**config.mk**
```make
export PLATFORM = sky130hd
export DESIGN_NAME = ufc_top
export DESIGN_NICKNAME = d
export VERILOG_FILES = /design/src/hw/ufc_pkg.sv /design/src/hw/ufc_buf.sv /design/src/hw/ufc_top.sv
export VERILOG_INCLUDE_DIRS = /design/src /design/src/hw
export SDC_FILE = /design/constraint.sdc
export NUM_CORES = 1
export LEC_CHECK = 0
export ABC_CLOCK_PERIOD_IN_PS = 6550
export BUFFER_PORTS_ARGS = -buffer_cell sky130_fd_sc_hd__buf_2
export CORE_ASPECT_RATIO = 0.75
export CORE_UTILIZATION = 45
export DETAILED_ROUTE_END_ITERATION = 8
export SLEW_MARGIN = 30
export SYNTH_ARGS = -nofsm -noshare
export SYNTH_HDL_FRONTEND = slang
export SYNTH_SLANG_ARGS = --single-unit
```
**constraint.sdc**
```tcl
create_clock -name core_clk -period 6.55 [get_ports core_clk]
set_input_delay 0.9825 -clock core_clk [delete_from_list [all_inputs] [get_ports core_clk]]
set_output_delay 0.9825 -clock core_clk [all_outputs]
set_load 0.1 [all_outputs]
```
**src/hw/ufc_defs.svh**
```systemverilog
// Behaviour
// - Loopback feeds receiver from transmit pin
// - Stop field resets one; half: no check
// - One-and-half or two sent, first checked
// - Parity none, even, odd; async only
// - Frame length is field plus three
// - Auto send follows selected trigger level
// - Trigger rising edge sets transmitter enable
// - Trigger rising edge sets receiver enable
// - Select picks trigger channel zero to five
// - Role-off clears controller flag; role-on sets
// - Receiver disable drops frame in progress
// - Receiver enable starts reception from pin
// - Full flag tracks buffer; shifter holds one more
// - Complete flag set when a stop ends with buffer empty, cleared on write
// - Floating flag reads zero under automatic float
// - Discard flag blocks finished frame from buffer
// - I2S next read channel flag
// - I2S send expects right channel flag
`ifndef UFC_DEFS_SVH
`define UFC_DEFS_SVH
`define UFC_OFS_FRAME     12'h004
`define UFC_OFS_TRIG      12'h008
`define UFC_OFS_CMD       12'h00c
`define UFC_OFS_STATUS    12'h010
`define UFC_OFS_CTRL      12'h000
`define UFC_OFS_TXDATA    12'h030
`define UFC_OFS_RXDATA    12'h01c
`define UFC_FRAME_RESET   32'h0000_1005
`define UFC_DATA_LSB      0
`define UFC_PAR_LSB       8
`define UFC_STOP_LSB      12
`define UFC_TRIGGER_CHANNEL_SELECT_LSB      0
`define UFC_RECEIVE_TRIGGER_ENABLE_BIT     4
`define UFC_SEND_TRIGGER_ENABLE_BIT     5
`define UFC_AUTOMATIC_SEND_BIT    6
`define UFC_CMD_RECEIVER_ENABLE_CMD      0
`define UFC_CMD_RECEIVER_DISABLE_CMD     1
`define UFC_CMD_TRANSMITTER_ENABLE_CMD      2
`define UFC_CMD_TXDIS     3
`define UFC_CMD_MEN       4
`define UFC_CMD_MDIS      5
`define UFC_CMD_BLKEN     6
`define UFC_CMD_BLKDIS    7
`define UFC_CMD_TRIEN     8
`define UFC_CMD_TRIDIS    9
`define UFC_CMD_CLRTX     10
`define UFC_CMD_CLRRX     11
`define UFC_CTRL_LOOP     8
`define UFC_CTRL_SYNC     0
`define UFC_CTRL_AUTOMATIC_OUTPUT_FLOAT  29
`define UFC_CTRL_I2S      30
`define UFC_DIV_DEFAULT   16'h00d9
`define UFC_TRIG_CH       6
`define UFC_FIFO_DEPTH    2
`endif

```
**src/hw/ufc_pkg.sv**
```systemverilog
package ufc_pkg;
  typedef enum logic [1:0] {
    UFC_PAR_NONE = 2'h0,
    UFC_PAR_EVEN = 2'h2,
    UFC_PAR_ODD  = 2'h3
  } ufc_par_t;
  typedef enum logic [1:0] {
    UFC_ST_IDLE  = 2'b00,
    UFC_ST_START = 2'b01,
    UFC_ST_BITS  = 2'b11,
    UFC_ST_STOP  = 2'b10
  } ufc_state_t;
endpackage

```
**src/hw/ufc_buf.sv**
```systemverilog
`timescale 1ns/1ns
`default_nettype none
// Two-word buffer, read data registered
module ufc_buf #(
  parameter int WIDTH = 18,
  parameter int DEPTH = 2
) (
  input  wire logic             clk,
  input  wire logic             rst_n,
  input  wire logic             flush,
  input  wire logic             wr_valid,
  output logic                  wr_ready,
  input  wire logic [WIDTH-1:0] wr_data,
  output logic                  rd_valid,
  input  wire logic             rd_ready,
  output logic      [WIDTH-1:0] rd_data,
  output logic                  full
);
  localparam int AW = (DEPTH > 1) ? $clog2(DEPTH) : 1;
  logic [WIDTH-1:0] mem [DEPTH];
  logic [AW-1:0]    wp;
  logic [AW-1:0]    rp;
  logic [AW:0]      cnt;
  logic             do_wr;
  logic             do_rd;

  // Handshakes
  assign full     = (cnt == (AW+1)'(DEPTH));
  assign wr_ready = !full;
  assign rd_valid = (cnt != '0);
  assign do_wr    = wr_valid && wr_ready && !flush;
  assign do_rd    = rd_valid && rd_ready && !flush;

  // Storage
  always_ff @(posedge clk) begin
    if (do_wr) begin
      mem[wp] <= wr_data;
    end
  end

  // Pointers and count; flush empties
  always_ff @(posedge clk or negedge rst_n) begin
    if (!rst_n) begin
      wp  <= '0;
      rp  <= '0;
      cnt <= '0;
    end else if (flush) begin
      wp  <= '0;
      rp  <= '0;
      cnt <= '0;
    end else begin
      if (do_wr) begin
        wp <= (wp == AW'(DEPTH - 1)) ? '0 : wp + 1'b1;
      end
      if (do_rd) begin
        rp <= (rp == AW'(DEPTH - 1)) ? '0 : rp + 1'b1;
      end
      cnt <= cnt + (AW+1)'(do_wr) - (AW+1)'(do_rd);
    end
  end

  // Registered head word
  always_ff @(posedge clk or negedge rst_n) begin
    if (!rst_n) begin
      rd_data <= '0;
    end else if (do_wr && (cnt == '0 || (do_rd && cnt == 1))) begin
      rd_data <= wr_data;
    end else if (do_rd) begin
      rd_data <= mem[(rp == AW'(DEPTH - 1)) ? '0 : rp + 1'b1];
    end
  end
endmodule
`default_nettype wire

```
**src/hw/ufc_top.sv**
```systemverilog
// Chosen here: the APB interface to the registers.
`timescale 1ns/1ns
`default_nettype none
`include "ufc_defs.svh"
// Frame format, trigger, command and status part of the serial unit
module ufc_top #(
  parameter logic [15:0] BIT_DIV = `UFC_DIV_DEFAULT
) (
  input  wire logic        core_clk,
  input  wire logic        rst_n,
  input  wire logic        psel,
  input  wire logic        penable,
  input  wire logic        pwrite,
  input  wire logic [11:0] paddr,
  input  wire logic [31:0] pwdata,
  output logic      [31:0] prdata,
  output logic             pready,
  output logic             pslverr,
  input  wire logic [5:0]  on_chip_trigger_network,
  input  wire logic        rx_pin,
  output logic             tx_out,
  output logic             tx_oe,
  output logic             automatic_send
);
  import ufc_pkg::*;

  logic        rst_s1, rst_s2;
  logic [31:0] frame_format, trigger_control, main_control_register;
  logic [15:0] bit_cnt;
  logic        bit_tick, half_tick;
  logic        wr_acc, rd_acc;
  logic [11:0] cmd;
  logic        transmitter_enabled_flag, receiver_enabled, controller_role;
  logic        receive_discard_flag, output_float, send_complete_flag;
  logic        next_read_right_channel, send_expects_right_single;
  logic [1:0]  rx_sync;
  logic [5:0]  trg_s1, trg_s2, trg_q;
  logic        trg_lvl, trg_rise;
  logic        rx_line;
  logic        txw_valid, txw_ready, txb_valid, txb_take, txb_full;
  logic [15:0] txb_data;
  logic        rxw_valid, rxw_ready, rxb_valid, rxb_take, receive_buffer_full_flag;
  logic [17:0] rxb_data, rx_word;
  logic [4:0]  nbits;
  logic [1:0]  par_sel, stop_sel;
  ufc_state_t  tx_st, rx_st;
  logic [4:0]  tx_idx, rx_idx;
  logic [2:0]  tx_half;
  logic [16:0] tx_sh;
  logic        tx_par, tx_busy;
  logic [16:0] rx_sh;
  logic        rx_par, rx_perr, rx_ferr, rx_has_par;
  logic [15:0] rx_cnt;

  // Reset release through two flops
  always_ff @(posedge core_clk or negedge rst_n) begin
    if (!rst_n) begin
      rst_s1 <= 1'b0;
      rst_s2 <= 1'b0;
    end else begin
      rst_s1 <= 1'b1;
      rst_s2 <= rst_s1;
    end
  end

  // APB: zero wait states, never errors
  assign pready  = 1'b1;
  assign pslverr = 1'b0;
  assign wr_acc  = psel && penable && pwrite;
  assign rd_acc  = psel && penable && !pwrite;
  assign cmd     = (wr_acc && paddr == `UFC_OFS_CMD) ? pwdata[11:0] : 12'h000;

  // Configuration registers
  always_ff @(posedge core_clk or negedge rst_s2) begin
    if (!rst_s2) begin
      frame_format          <= `UFC_FRAME_RESET;
      trigger_control       <= 32'h0000_0000;
      main_control_register <= 32'h0000_0000;
    end else if (wr_acc) begin
      case (paddr)
        `UFC_OFS_FRAME: frame_format <= pwdata & 32'h0000_330f;
        `UFC_OFS_TRIG:  trigger_control <= pwdata & 32'h0000_0077;
        `UFC_OFS_CTRL:  main_control_register <= pwdata & 32'h6000_0101;
        default: ;
      endcase
    end
  end

  // Read mux; command register reads zero
  always_comb begin
    prdata = 32'h0000_0000;
    if (rd_acc) begin
      case (paddr)
        `UFC_OFS_CTRL:   prdata = main_control_register;
        `UFC_OFS_FRAME:  prdata = frame_format;
        `UFC_OFS_TRIG:   prdata = trigger_control;
        `UFC_OFS_CMD:    prdata = 32'h0000_0000;
        `UFC_OFS_STATUS: prdata = {19'h0_0000, 1'b0,
          main_control_register[`UFC_CTRL_I2S] & next_read_right_channel,
          main_control_register[`UFC_CTRL_I2S] & send_expects_right_single,
          1'b0, receive_buffer_full_flag, rxb_valid, !txb_valid,
          send_complete_flag,
          output_float & !main_control_register[`UFC_CTRL_AUTOMATIC_OUTPUT_FLOAT],
          receive_discard_flag, controller_role, transmitter_enabled_flag,
          receiver_enabled};
        `UFC_OFS_RXDATA: prdata = {15'h0000, rxb_data[16:0]};
        default:         prdata = 32'h0000_0000;
      endcase
    end
  end

  // Bit-rate divider; one enable per bit period
  always_ff @(posedge core_clk or negedge rst_s2) begin
    if (!rst_s2) begin
      bit_cnt <= 16'h0000;
    end else begin
      bit_cnt <= (bit_cnt == BIT_DIV) ? 16'h0000 : bit_cnt + 16'h0001;
    end
  end
  assign bit_tick  = (bit_cnt == BIT_DIV);
  assign half_tick = bit_tick || (bit_cnt == (BIT_DIV >> 1));

  // Pin and trigger synchronisers
  always_ff @(posedge core_clk or negedge rst_s2) begin
    if (!rst_s2) begin
      rx_sync <= 2'b11;
      trg_s1  <= 6'h00;
      trg_s2  <= 6'h00;
      trg_q   <= 6'h00;
    end else begin
      rx_sync <= {rx_sync[0], rx_pin};
      trg_s1  <= on_chip_trigger_network;
      trg_s2  <= trg_s1;
      trg_q   <= trg_s2;
    end
  end

  // Selected trigger level and rising edge
  always_comb begin
    trg_lvl  = 1'b0;
    trg_rise = 1'b0;
    if (trigger_control[2:0] < 3'(`UFC_TRIG_CH)) begin
      trg_lvl  = trg_s2[trigger_control[2:0]];
      trg_rise = trg_s2[trigger_control[2:0]] & !trg_q[trigger_control[2:0]];
    end
  end
  assign automatic_send = trigger_control[`UFC_AUTOMATIC_SEND_BIT] & trg_lvl;

  // Enables, role, block and float; set wins over clear
  always_ff @(posedge core_clk or negedge rst_s2) begin
    if (!rst_s2) begin
      transmitter_enabled_flag <= 1'b0;
      receiver_enabled         <= 1'b0;
      controller_role          <= 1'b0;
      receive_discard_flag     <= 1'b0;
      output_float             <= 1'b0;
    end else begin
      if (cmd[`UFC_CMD_TXDIS]) transmitter_enabled_flag <= 1'b0;
      if (cmd[`UFC_CMD_TRANSMITTER_ENABLE_CMD] || (trigger_control[`UFC_SEND_TRIGGER_ENABLE_BIT] && trg_rise)) begin
        transmitter_enabled_flag <= 1'b1;
      end
      if (cmd[`UFC_CMD_RECEIVER_DISABLE_CMD]) receiver_enabled <= 1'b0;
      if (cmd[`UFC_CMD_RECEIVER_ENABLE_CMD] || (trigger_control[`UFC_RECEIVE_TRIGGER_ENABLE_BIT] && trg_rise)) begin
        receiver_enabled <= 1'b1;
      end
      if (cmd[`UFC_CMD_MDIS]) controller_role <= 1'b0;
      if (cmd[`UFC_CMD_MEN]) controller_role <= 1'b1;
      if (cmd[`UFC_CMD_BLKDIS]) receive_discard_flag <= 1'b0;
      if (cmd[`UFC_CMD_BLKEN]) receive_discard_flag <= 1'b1;
      if (cmd[`UFC_CMD_TRIDIS]) output_float <= 1'b0;
      if (cmd[`UFC_CMD_TRIEN]) output_float <= 1'b1;
    end
  end

  // Frame format fields
  assign nbits    = 5'(frame_format[3:0]) + 5'd3;
  assign par_sel  = frame_format[9:8];
  assign stop_sel = frame_format[13:12];
  assign rx_has_par = (par_sel == UFC_PAR_EVEN || par_sel == UFC_PAR_ODD) &&
                      !main_control_register[`UFC_CTRL_SYNC];

  // Transmit buffer fed by data writes
  assign txw_valid = wr_acc && paddr == `UFC_OFS_TXDATA;
  ufc_buf #(.WIDTH(16), .DEPTH(`UFC_FIFO_DEPTH)) u_txbuf (
    .clk      (core_clk),
    .rst_n    (rst_s2),
    .flush    (cmd[`UFC_CMD_CLRTX]),
    .wr_valid (txw_valid),
    .wr_ready (txw_ready),
    .wr_data  (pwdata[15:0]),
    .rd_valid (txb_valid),
    .rd_ready (txb_take),
    .rd_data  (txb_data),
    .full     (txb_full)
  );
  assign txb_take = txb_valid && tx_st == UFC_ST_IDLE && transmitter_enabled_flag && bit_tick;

  // Transmitter; stop length counted in half bits
  always_ff @(posedge core_clk or negedge rst_s2) begin
    if (!rst_s2) begin
      tx_st   <= UFC_ST_IDLE;
      tx_sh   <= 17'h1_ffff;
      tx_idx  <= 5'd0;
      tx_half <= 3'd0;
      tx_out  <= 1'b1;
      tx_par  <= 1'b0;
    end else if (cmd[`UFC_CMD_CLRTX]) begin
      tx_st  <= UFC_ST_IDLE;
      tx_out <= 1'b1;
    end else begin
      case (tx_st)
        UFC_ST_IDLE: if (txb_take) begin
          tx_sh  <= {1'b0, txb_data};
          tx_par <= (par_sel == UFC_PAR_ODD);
          tx_out <= 1'b0;
          tx_idx <= 5'd0;
          tx_st  <= UFC_ST_BITS;
        end
        UFC_ST_BITS: if (bit_tick) begin
          if (tx_idx < nbits) begin
            tx_out <= tx_sh[0];
            tx_par <= tx_par ^ tx_sh[0];
            tx_sh  <= {1'b1, tx_sh[16:1]};
            tx_idx <= tx_idx + 5'd1;
          end else if (tx_idx == nbits && rx_has_par) begin
            tx_out <= tx_par;
            tx_idx <= tx_idx + 5'd1;
          end else begin
            tx_out  <= 1'b1;
            tx_half <= 3'(stop_sel) + 3'd1;
            tx_st   <= UFC_ST_STOP;
          end
        end
        UFC_ST_STOP: if (half_tick) begin
          tx_half <= tx_half - 3'd1;
          if (tx_half == 3'd1) tx_st <= UFC_ST_IDLE;
        end
        default: tx_st <= UFC_ST_IDLE;
      endcase
    end
  end
  assign tx_busy = (tx_st != UFC_ST_IDLE);
  assign tx_oe   = !(output_float && !main_control_register[`UFC_CTRL_AUTOMATIC_OUTPUT_FLOAT]) &&
                   !(main_control_register[`UFC_CTRL_AUTOMATIC_OUTPUT_FLOAT] && !tx_busy);

  // Complete flag: set when a stop ends with buffer empty, write clears; set wins
  always_ff @(posedge core_clk or negedge rst_s2) begin
    if (!rst_s2) begin
      send_complete_flag        <= 1'b0;
      send_expects_right_single <= 1'b0;
    end else begin
      if (txw_valid && txw_ready) begin
        send_complete_flag        <= 1'b0;
        send_expects_right_single <= !send_expects_right_single;
      end
      if (tx_st == UFC_ST_STOP && half_tick && tx_half == 3'd1 && !txb_valid) begin
        send_complete_flag <= 1'b1;
      end
      if (cmd[`UFC_CMD_CLRTX]) send_expects_right_single <= 1'b0;
    end
  end

  // Receiver input, loopback from transmit pin
  assign rx_line = main_control_register[`UFC_CTRL_LOOP] ? tx_out : rx_sync[1];

  // Receiver: sample mid-bit, shift word, one stop check
  always_ff @(posedge core_clk or negedge rst_s2) begin
    if (!rst_s2) begin
      rx_st   <= UFC_ST_IDLE;
      rx_cnt  <= 16'h0000;
      rx_idx  <= 5'd0;
      rx_sh   <= 17'h0_0000;
      rx_par  <= 1'b0;
      rx_perr <= 1'b0;
      rx_ferr <= 1'b0;
      rx_word <= 18'h0_0000;
      rxw_valid <= 1'b0;
    end else begin
      // Finished word waits here while the buffer is full
      if (rxw_ready || cmd[`UFC_CMD_CLRRX]) rxw_valid <= 1'b0;
      if (!receiver_enabled || cmd[`UFC_CMD_RECEIVER_DISABLE_CMD] || cmd[`UFC_CMD_CLRRX]) begin
        rx_st <= UFC_ST_IDLE;
      end else begin
        rx_cnt <= (rx_cnt == BIT_DIV) ? 16'h0000 : rx_cnt + 16'h0001;
        case (rx_st)
          UFC_ST_IDLE: if (!rx_line) begin
            rx_cnt <= 16'h0000;
            rx_st  <= UFC_ST_START;
          end
          UFC_ST_START: if (rx_cnt == (BIT_DIV >> 1)) begin
            rx_cnt <= 16'h0000;
            rx_idx <= 5'd0;
            rx_sh  <= 17'h0_0000;
            rx_par <= (par_sel == UFC_PAR_ODD);
            rx_st  <= rx_line ? UFC_ST_IDLE : UFC_ST_BITS;
          end
          UFC_ST_BITS: if (rx_cnt == BIT_DIV) begin
            rx_idx <= rx_idx + 5'd1;
            rx_par <= rx_par ^ rx_line;
            if (rx_idx < nbits) begin
              rx_sh[rx_idx] <= rx_line;
            end else if (rx_idx == nbits && rx_has_par) begin
              rx_perr <= rx_par ^ rx_line;
            end else begin
              rx_ferr   <= (stop_sel != 2'd0) && !rx_line;
              if (!receive_discard_flag) begin
                rx_word   <= {(stop_sel != 2'd0) && !rx_line, rx_perr, rx_sh[15:0]};
                rxw_valid <= 1'b1;
              end
              rx_st     <= UFC_ST_IDLE;
            end
            if (!(rx_idx == nbits && rx_has_par)) rx_perr <= rx_idx < nbits ? 1'b0 : rx_perr;
          end
          default: rx_st <= UFC_ST_IDLE;
        endcase
      end
    end
  end

  // Receive buffer; finished frame waits one slot in the shifter
  ufc_buf #(.WIDTH(18), .DEPTH(`UFC_FIFO_DEPTH)) u_rxbuf (
    .clk      (core_clk),
    .rst_n    (rst_s2),
    .flush    (cmd[`UFC_CMD_CLRRX]),
    .wr_valid (rxw_valid),
    .wr_ready (rxw_ready),
    .wr_data  (rx_word),
    .rd_valid (rxb_valid),
    .rd_ready (rxb_take),
    .rd_data  (rxb_data),
    .full     (receive_buffer_full_flag)
  );
  assign rxb_take = rd_acc && paddr == `UFC_OFS_RXDATA;

  // I2S channel of next receive read
  always_ff @(posedge core_clk or negedge rst_s2) begin
    if (!rst_s2) begin
      next_read_right_channel <= 1'b0;
    end else if (cmd[`UFC_CMD_CLRRX]) begin
      next_read_right_channel <= 1'b0;
    end else if (rxb_take && rxb_valid) begin
      next_read_right_channel <= !next_read_right_channel;
    end
  end
endmodule
`default_nettype wire

```
==> summary.txt <==
Critical path
  • Worst reg2reg setup slack: 2.88 ns
  • Crit end category: output port
  • Setup CP Type: input pin to output port
  • Critical path required time: 5.57 ns
  • Crit-path cells: buf_2 -> nor4_1 -> nand2_1 -> nor3_2 -> or3_1 -> o31ai_2 -> a21oi_1 -> buf_2
  • Crit path top cell by count: buf_2
  • Slowest stage delay, CP: about 0.62 ns
  • R2R cell count: 13
  • Crit Path Max Fanout: 10
  • Startpoint Class: input pin
  • Arr. time, crit path: roughly 3.5 ns
  • Critical-path top delay cell: nor3_2
  • Critical R2R Capture: rx_word[7]
  • RR Startpoint: frame_format[0]

Yosys
  • Prevailing post-synth register cell: dfrtp_1
  • Synth area leader: dfrtp_1
  • Top cells by area, synth: dfrtp_1 35%, edfxtp_1 16%, mux2i_1 6.0%
  • Synth warn: 0
  • Compound-Gate Fraction of Synth Area: 10.55%
  • Sequential share of the synthesized area: between 50% and 60%
  • Ys async rst share: 74.52%
  • Synth Register Bits: 259
  • Cell Area, Synth: between 0.01 and 0.015 mm2
  • Main combinational cell family by area after synthesis: simple AND/OR/NAND/NOR gates
  • Adder-cell share of the synthesized area: 3.208%
  • Syn avg cell area: 11.03 um2
  • Post-synthesis xor/xnor area fraction: between 1.5 and 2%
  • Post-synthesis mux area share: 9.873%
  • Synth Instances: ~1100
  • Synth cell types: 75
  • Post-Synth Simple-Gate Area: 14.13%
  • EDFF count, synth: between 60 and 70
  • Yosys top cell area share: 35.19%

Floorplanning
  • Area of the core: 0.02616 mm2
  • Die width: 191.3 um
  • Die footprint: 0.02753 mm2
  • Die height: roughly 140 um
  • Initial core utilization: 46.21%
  • Rows: 51
  • I/O Pins: 93

Finish
  • Storage cell area: 0.006847 mm2
  • Multi-input combinational cell area: 0.004892 mm2
  • Most frequent cells in the layout: 167 x dfrtp_1, 145 x nand2_1, 99 x nor2_1
  • Area grow syn2layout: 12.13%
  • Layout Nets: 1237
  • # diodes: 0
  • Filler cells: 2336
  • Most common cell after layout, fill and taps aside: dfrtp_1
  • Layout cells sized above 1: 17.69%

Timing
  • Setup TNS: 0 ns
  • Fmax: approximately 220 MHz
  • Final period util: 68.26%
  • Final hold violation count: 0
  • Worst Max-Slew Pin Slew: 0.8984 ns
  • Hold WS: between 0.2 and 0.25 ns
  • Final setup fails: 0
  • RSZ-0062 raised after global routing: false
  • Clk_skew: 0.02558 ns
  • Crit path time final: roughly 4.5 ns
  • Fin. max-slew vios: 0
  • Slew headroom: ~40%

Clock tree
  • CTS clk-pin slew, worst paths: 0.06 ns
  • Clock buffer count from CTS: 26
  • Root Buffer: clkbuf_16
  • Postcts setup bufs: 0
  • Clock Path Buffers: 3
  • Clk sinks: 259
  • TritonCTS clock tree: done
  • CTS H-Tree Depth: 1
  • # resized after CTS: 0
  • Hold Buf Count CTS: 0
  • Clk_lat worst skew: 0.55 ns

Run status
  • Status: completed

Pwr
  • Tot Pwr: ~3.4 mW
  • PD cells: 247.4 mW/mm2
  • Maximum vdd drop: 0.2462 mV
  • Leak: 5.760 nW

GRT
  • First-pass GRT wire length: 42990 um
  • Congestion Overflow GR: 0
  • Total GRT Usage: around a fifth
  • Antenna violations before repair: 0
  • Largest net degree at the start of global routing: 150
  • Vias in the first global route: 7829

Route
  • Number of vias per cell: 5.417
  • Final WL: about 26000 um
  • Vias after detailed routing: approximately 8000
  • Drt wl/cell: between 15 and 20 um
  • Pre-Repair DR Iteration Count: 8
  • Detail Route Antenna Nets: 0
  • DRC: 0
  • Starting DRT DRC Count: about 520

Run
  • Max-Cap Viols: 0

Placement
  • IO Port Bufs: 63
  • Global placement routability congestion: 0.8416
  • Dpl hpwl: 17940 um

Min path
  • Hold Crit Class: input pin to asynchronous set/reset pin
[routing by layer]
metal	share of wire [%]	wire, um	GRT usage (%)
met5	0	0	0
met4	1.5	409	4.135
met3	5.1	1348	2.637
met2	41	10890	28.55
met1	52	13840	31.80
[per-stage QoR]
step                worst slack, ns  utilization (%)  std cells  cell area (um2)
floorplan                    0.8139                -       1110            12140
global placement              2.121            48.49       1465            12690
detailed placement            2.053            48.52       1465            12690
CTS                           2.049            51.76       1513            13540
global route                  1.946            51.82       1514            13560
finish                        2.079            51.82       1514            13560
[cell type report]
type	instances	area share [%]
multi-input combinational	757	36.09
clock inverter	9	0.7845
tap	344	3.175
timing repair buffer	76	3.166
inverter	30	0.8306
sequential	259	50.50
clock buffer	39	5.455
[state kept, by name, summed over array words and instances, names as in the netlist, 3 cells and up]
register and flops:
u_rxbuf.mem 34, u_txbuf.mem 32, rx_word 17, tx_sh 17, u_rxbuf.rd_data 17, bit_cnt 16, rx_cnt 16, rx_sh 16
u_txbuf.rd_data 16, frame_format 8, trg_q 6, trg_s1 6, trg_s2 6, trigger_control 6, rx_idx 5, tx_idx 5
main_control_register 4, tx_half 3
[worst max-delay path by stage]
stage,to,from
after floorplan,bit_cnt[0],rst_s2
after global placement,prdata[1],paddr[7]
after detailed placement,prdata[0],paddr[7]
after CTS,prdata[0],paddr[7]
after global routing,prdata[0],paddr[7]
final,prdata[0],paddr[7]
[cells in the mapped netlist (all sizes together) (3+ instances only)]
library cell and count:
o21ai 81, mux2i 72, nor2 101, xor2 14, a222oi 9, a211oi 4
nand2 145, edfxtp 66, a21oi 69, o21a 4, nand3 19, or4 4
nor4 10, inv 30, a22oi 4, buf 30, nor4b 3, or3 5
nor3 12, clkbuf 34, and3 14, nand4 12, mux2 38, ha 31
o41ai 4, and2 7, o31ai 7, a21boi 4, xnor2 9, nor2b 9
a31oi 5, dfrtp 170, nor3b 3, dfstp 23, o211ai 3, a22o 4
or2 5
[power breakdown]
group	total [mW]	switching, mW	internal (mW)
Sequential	1.70	0.0203	1.68
Combinational	0.184	0.129	0.0552
Clock	1.47	0.615	0.859
Total	3.35	0.764	2.59
[cell families after synthesis]
| family | count (synthesis) |
|---|---|
| AO/OA/AOI/OAI | 213 |
| XOR/XNOR | 24 |
| adder cells (fa/ha/maj) | 31 |
| buffers and inverters | 94 |
| flip-flops | 259 |
| multiplexers | 112 |
| other | 2 |
| AND/OR/NAND/NOR | 361 |
[worst max-delay path: cells and delay by family]
family                 cells  cell delay (ns)
and+or+nand+nor            4             1.46
buffers and inverters      2             0.58
AOI/OAI and AO/OA          2             0.45
Note: power is estimated with default switching activity, not from simulation.
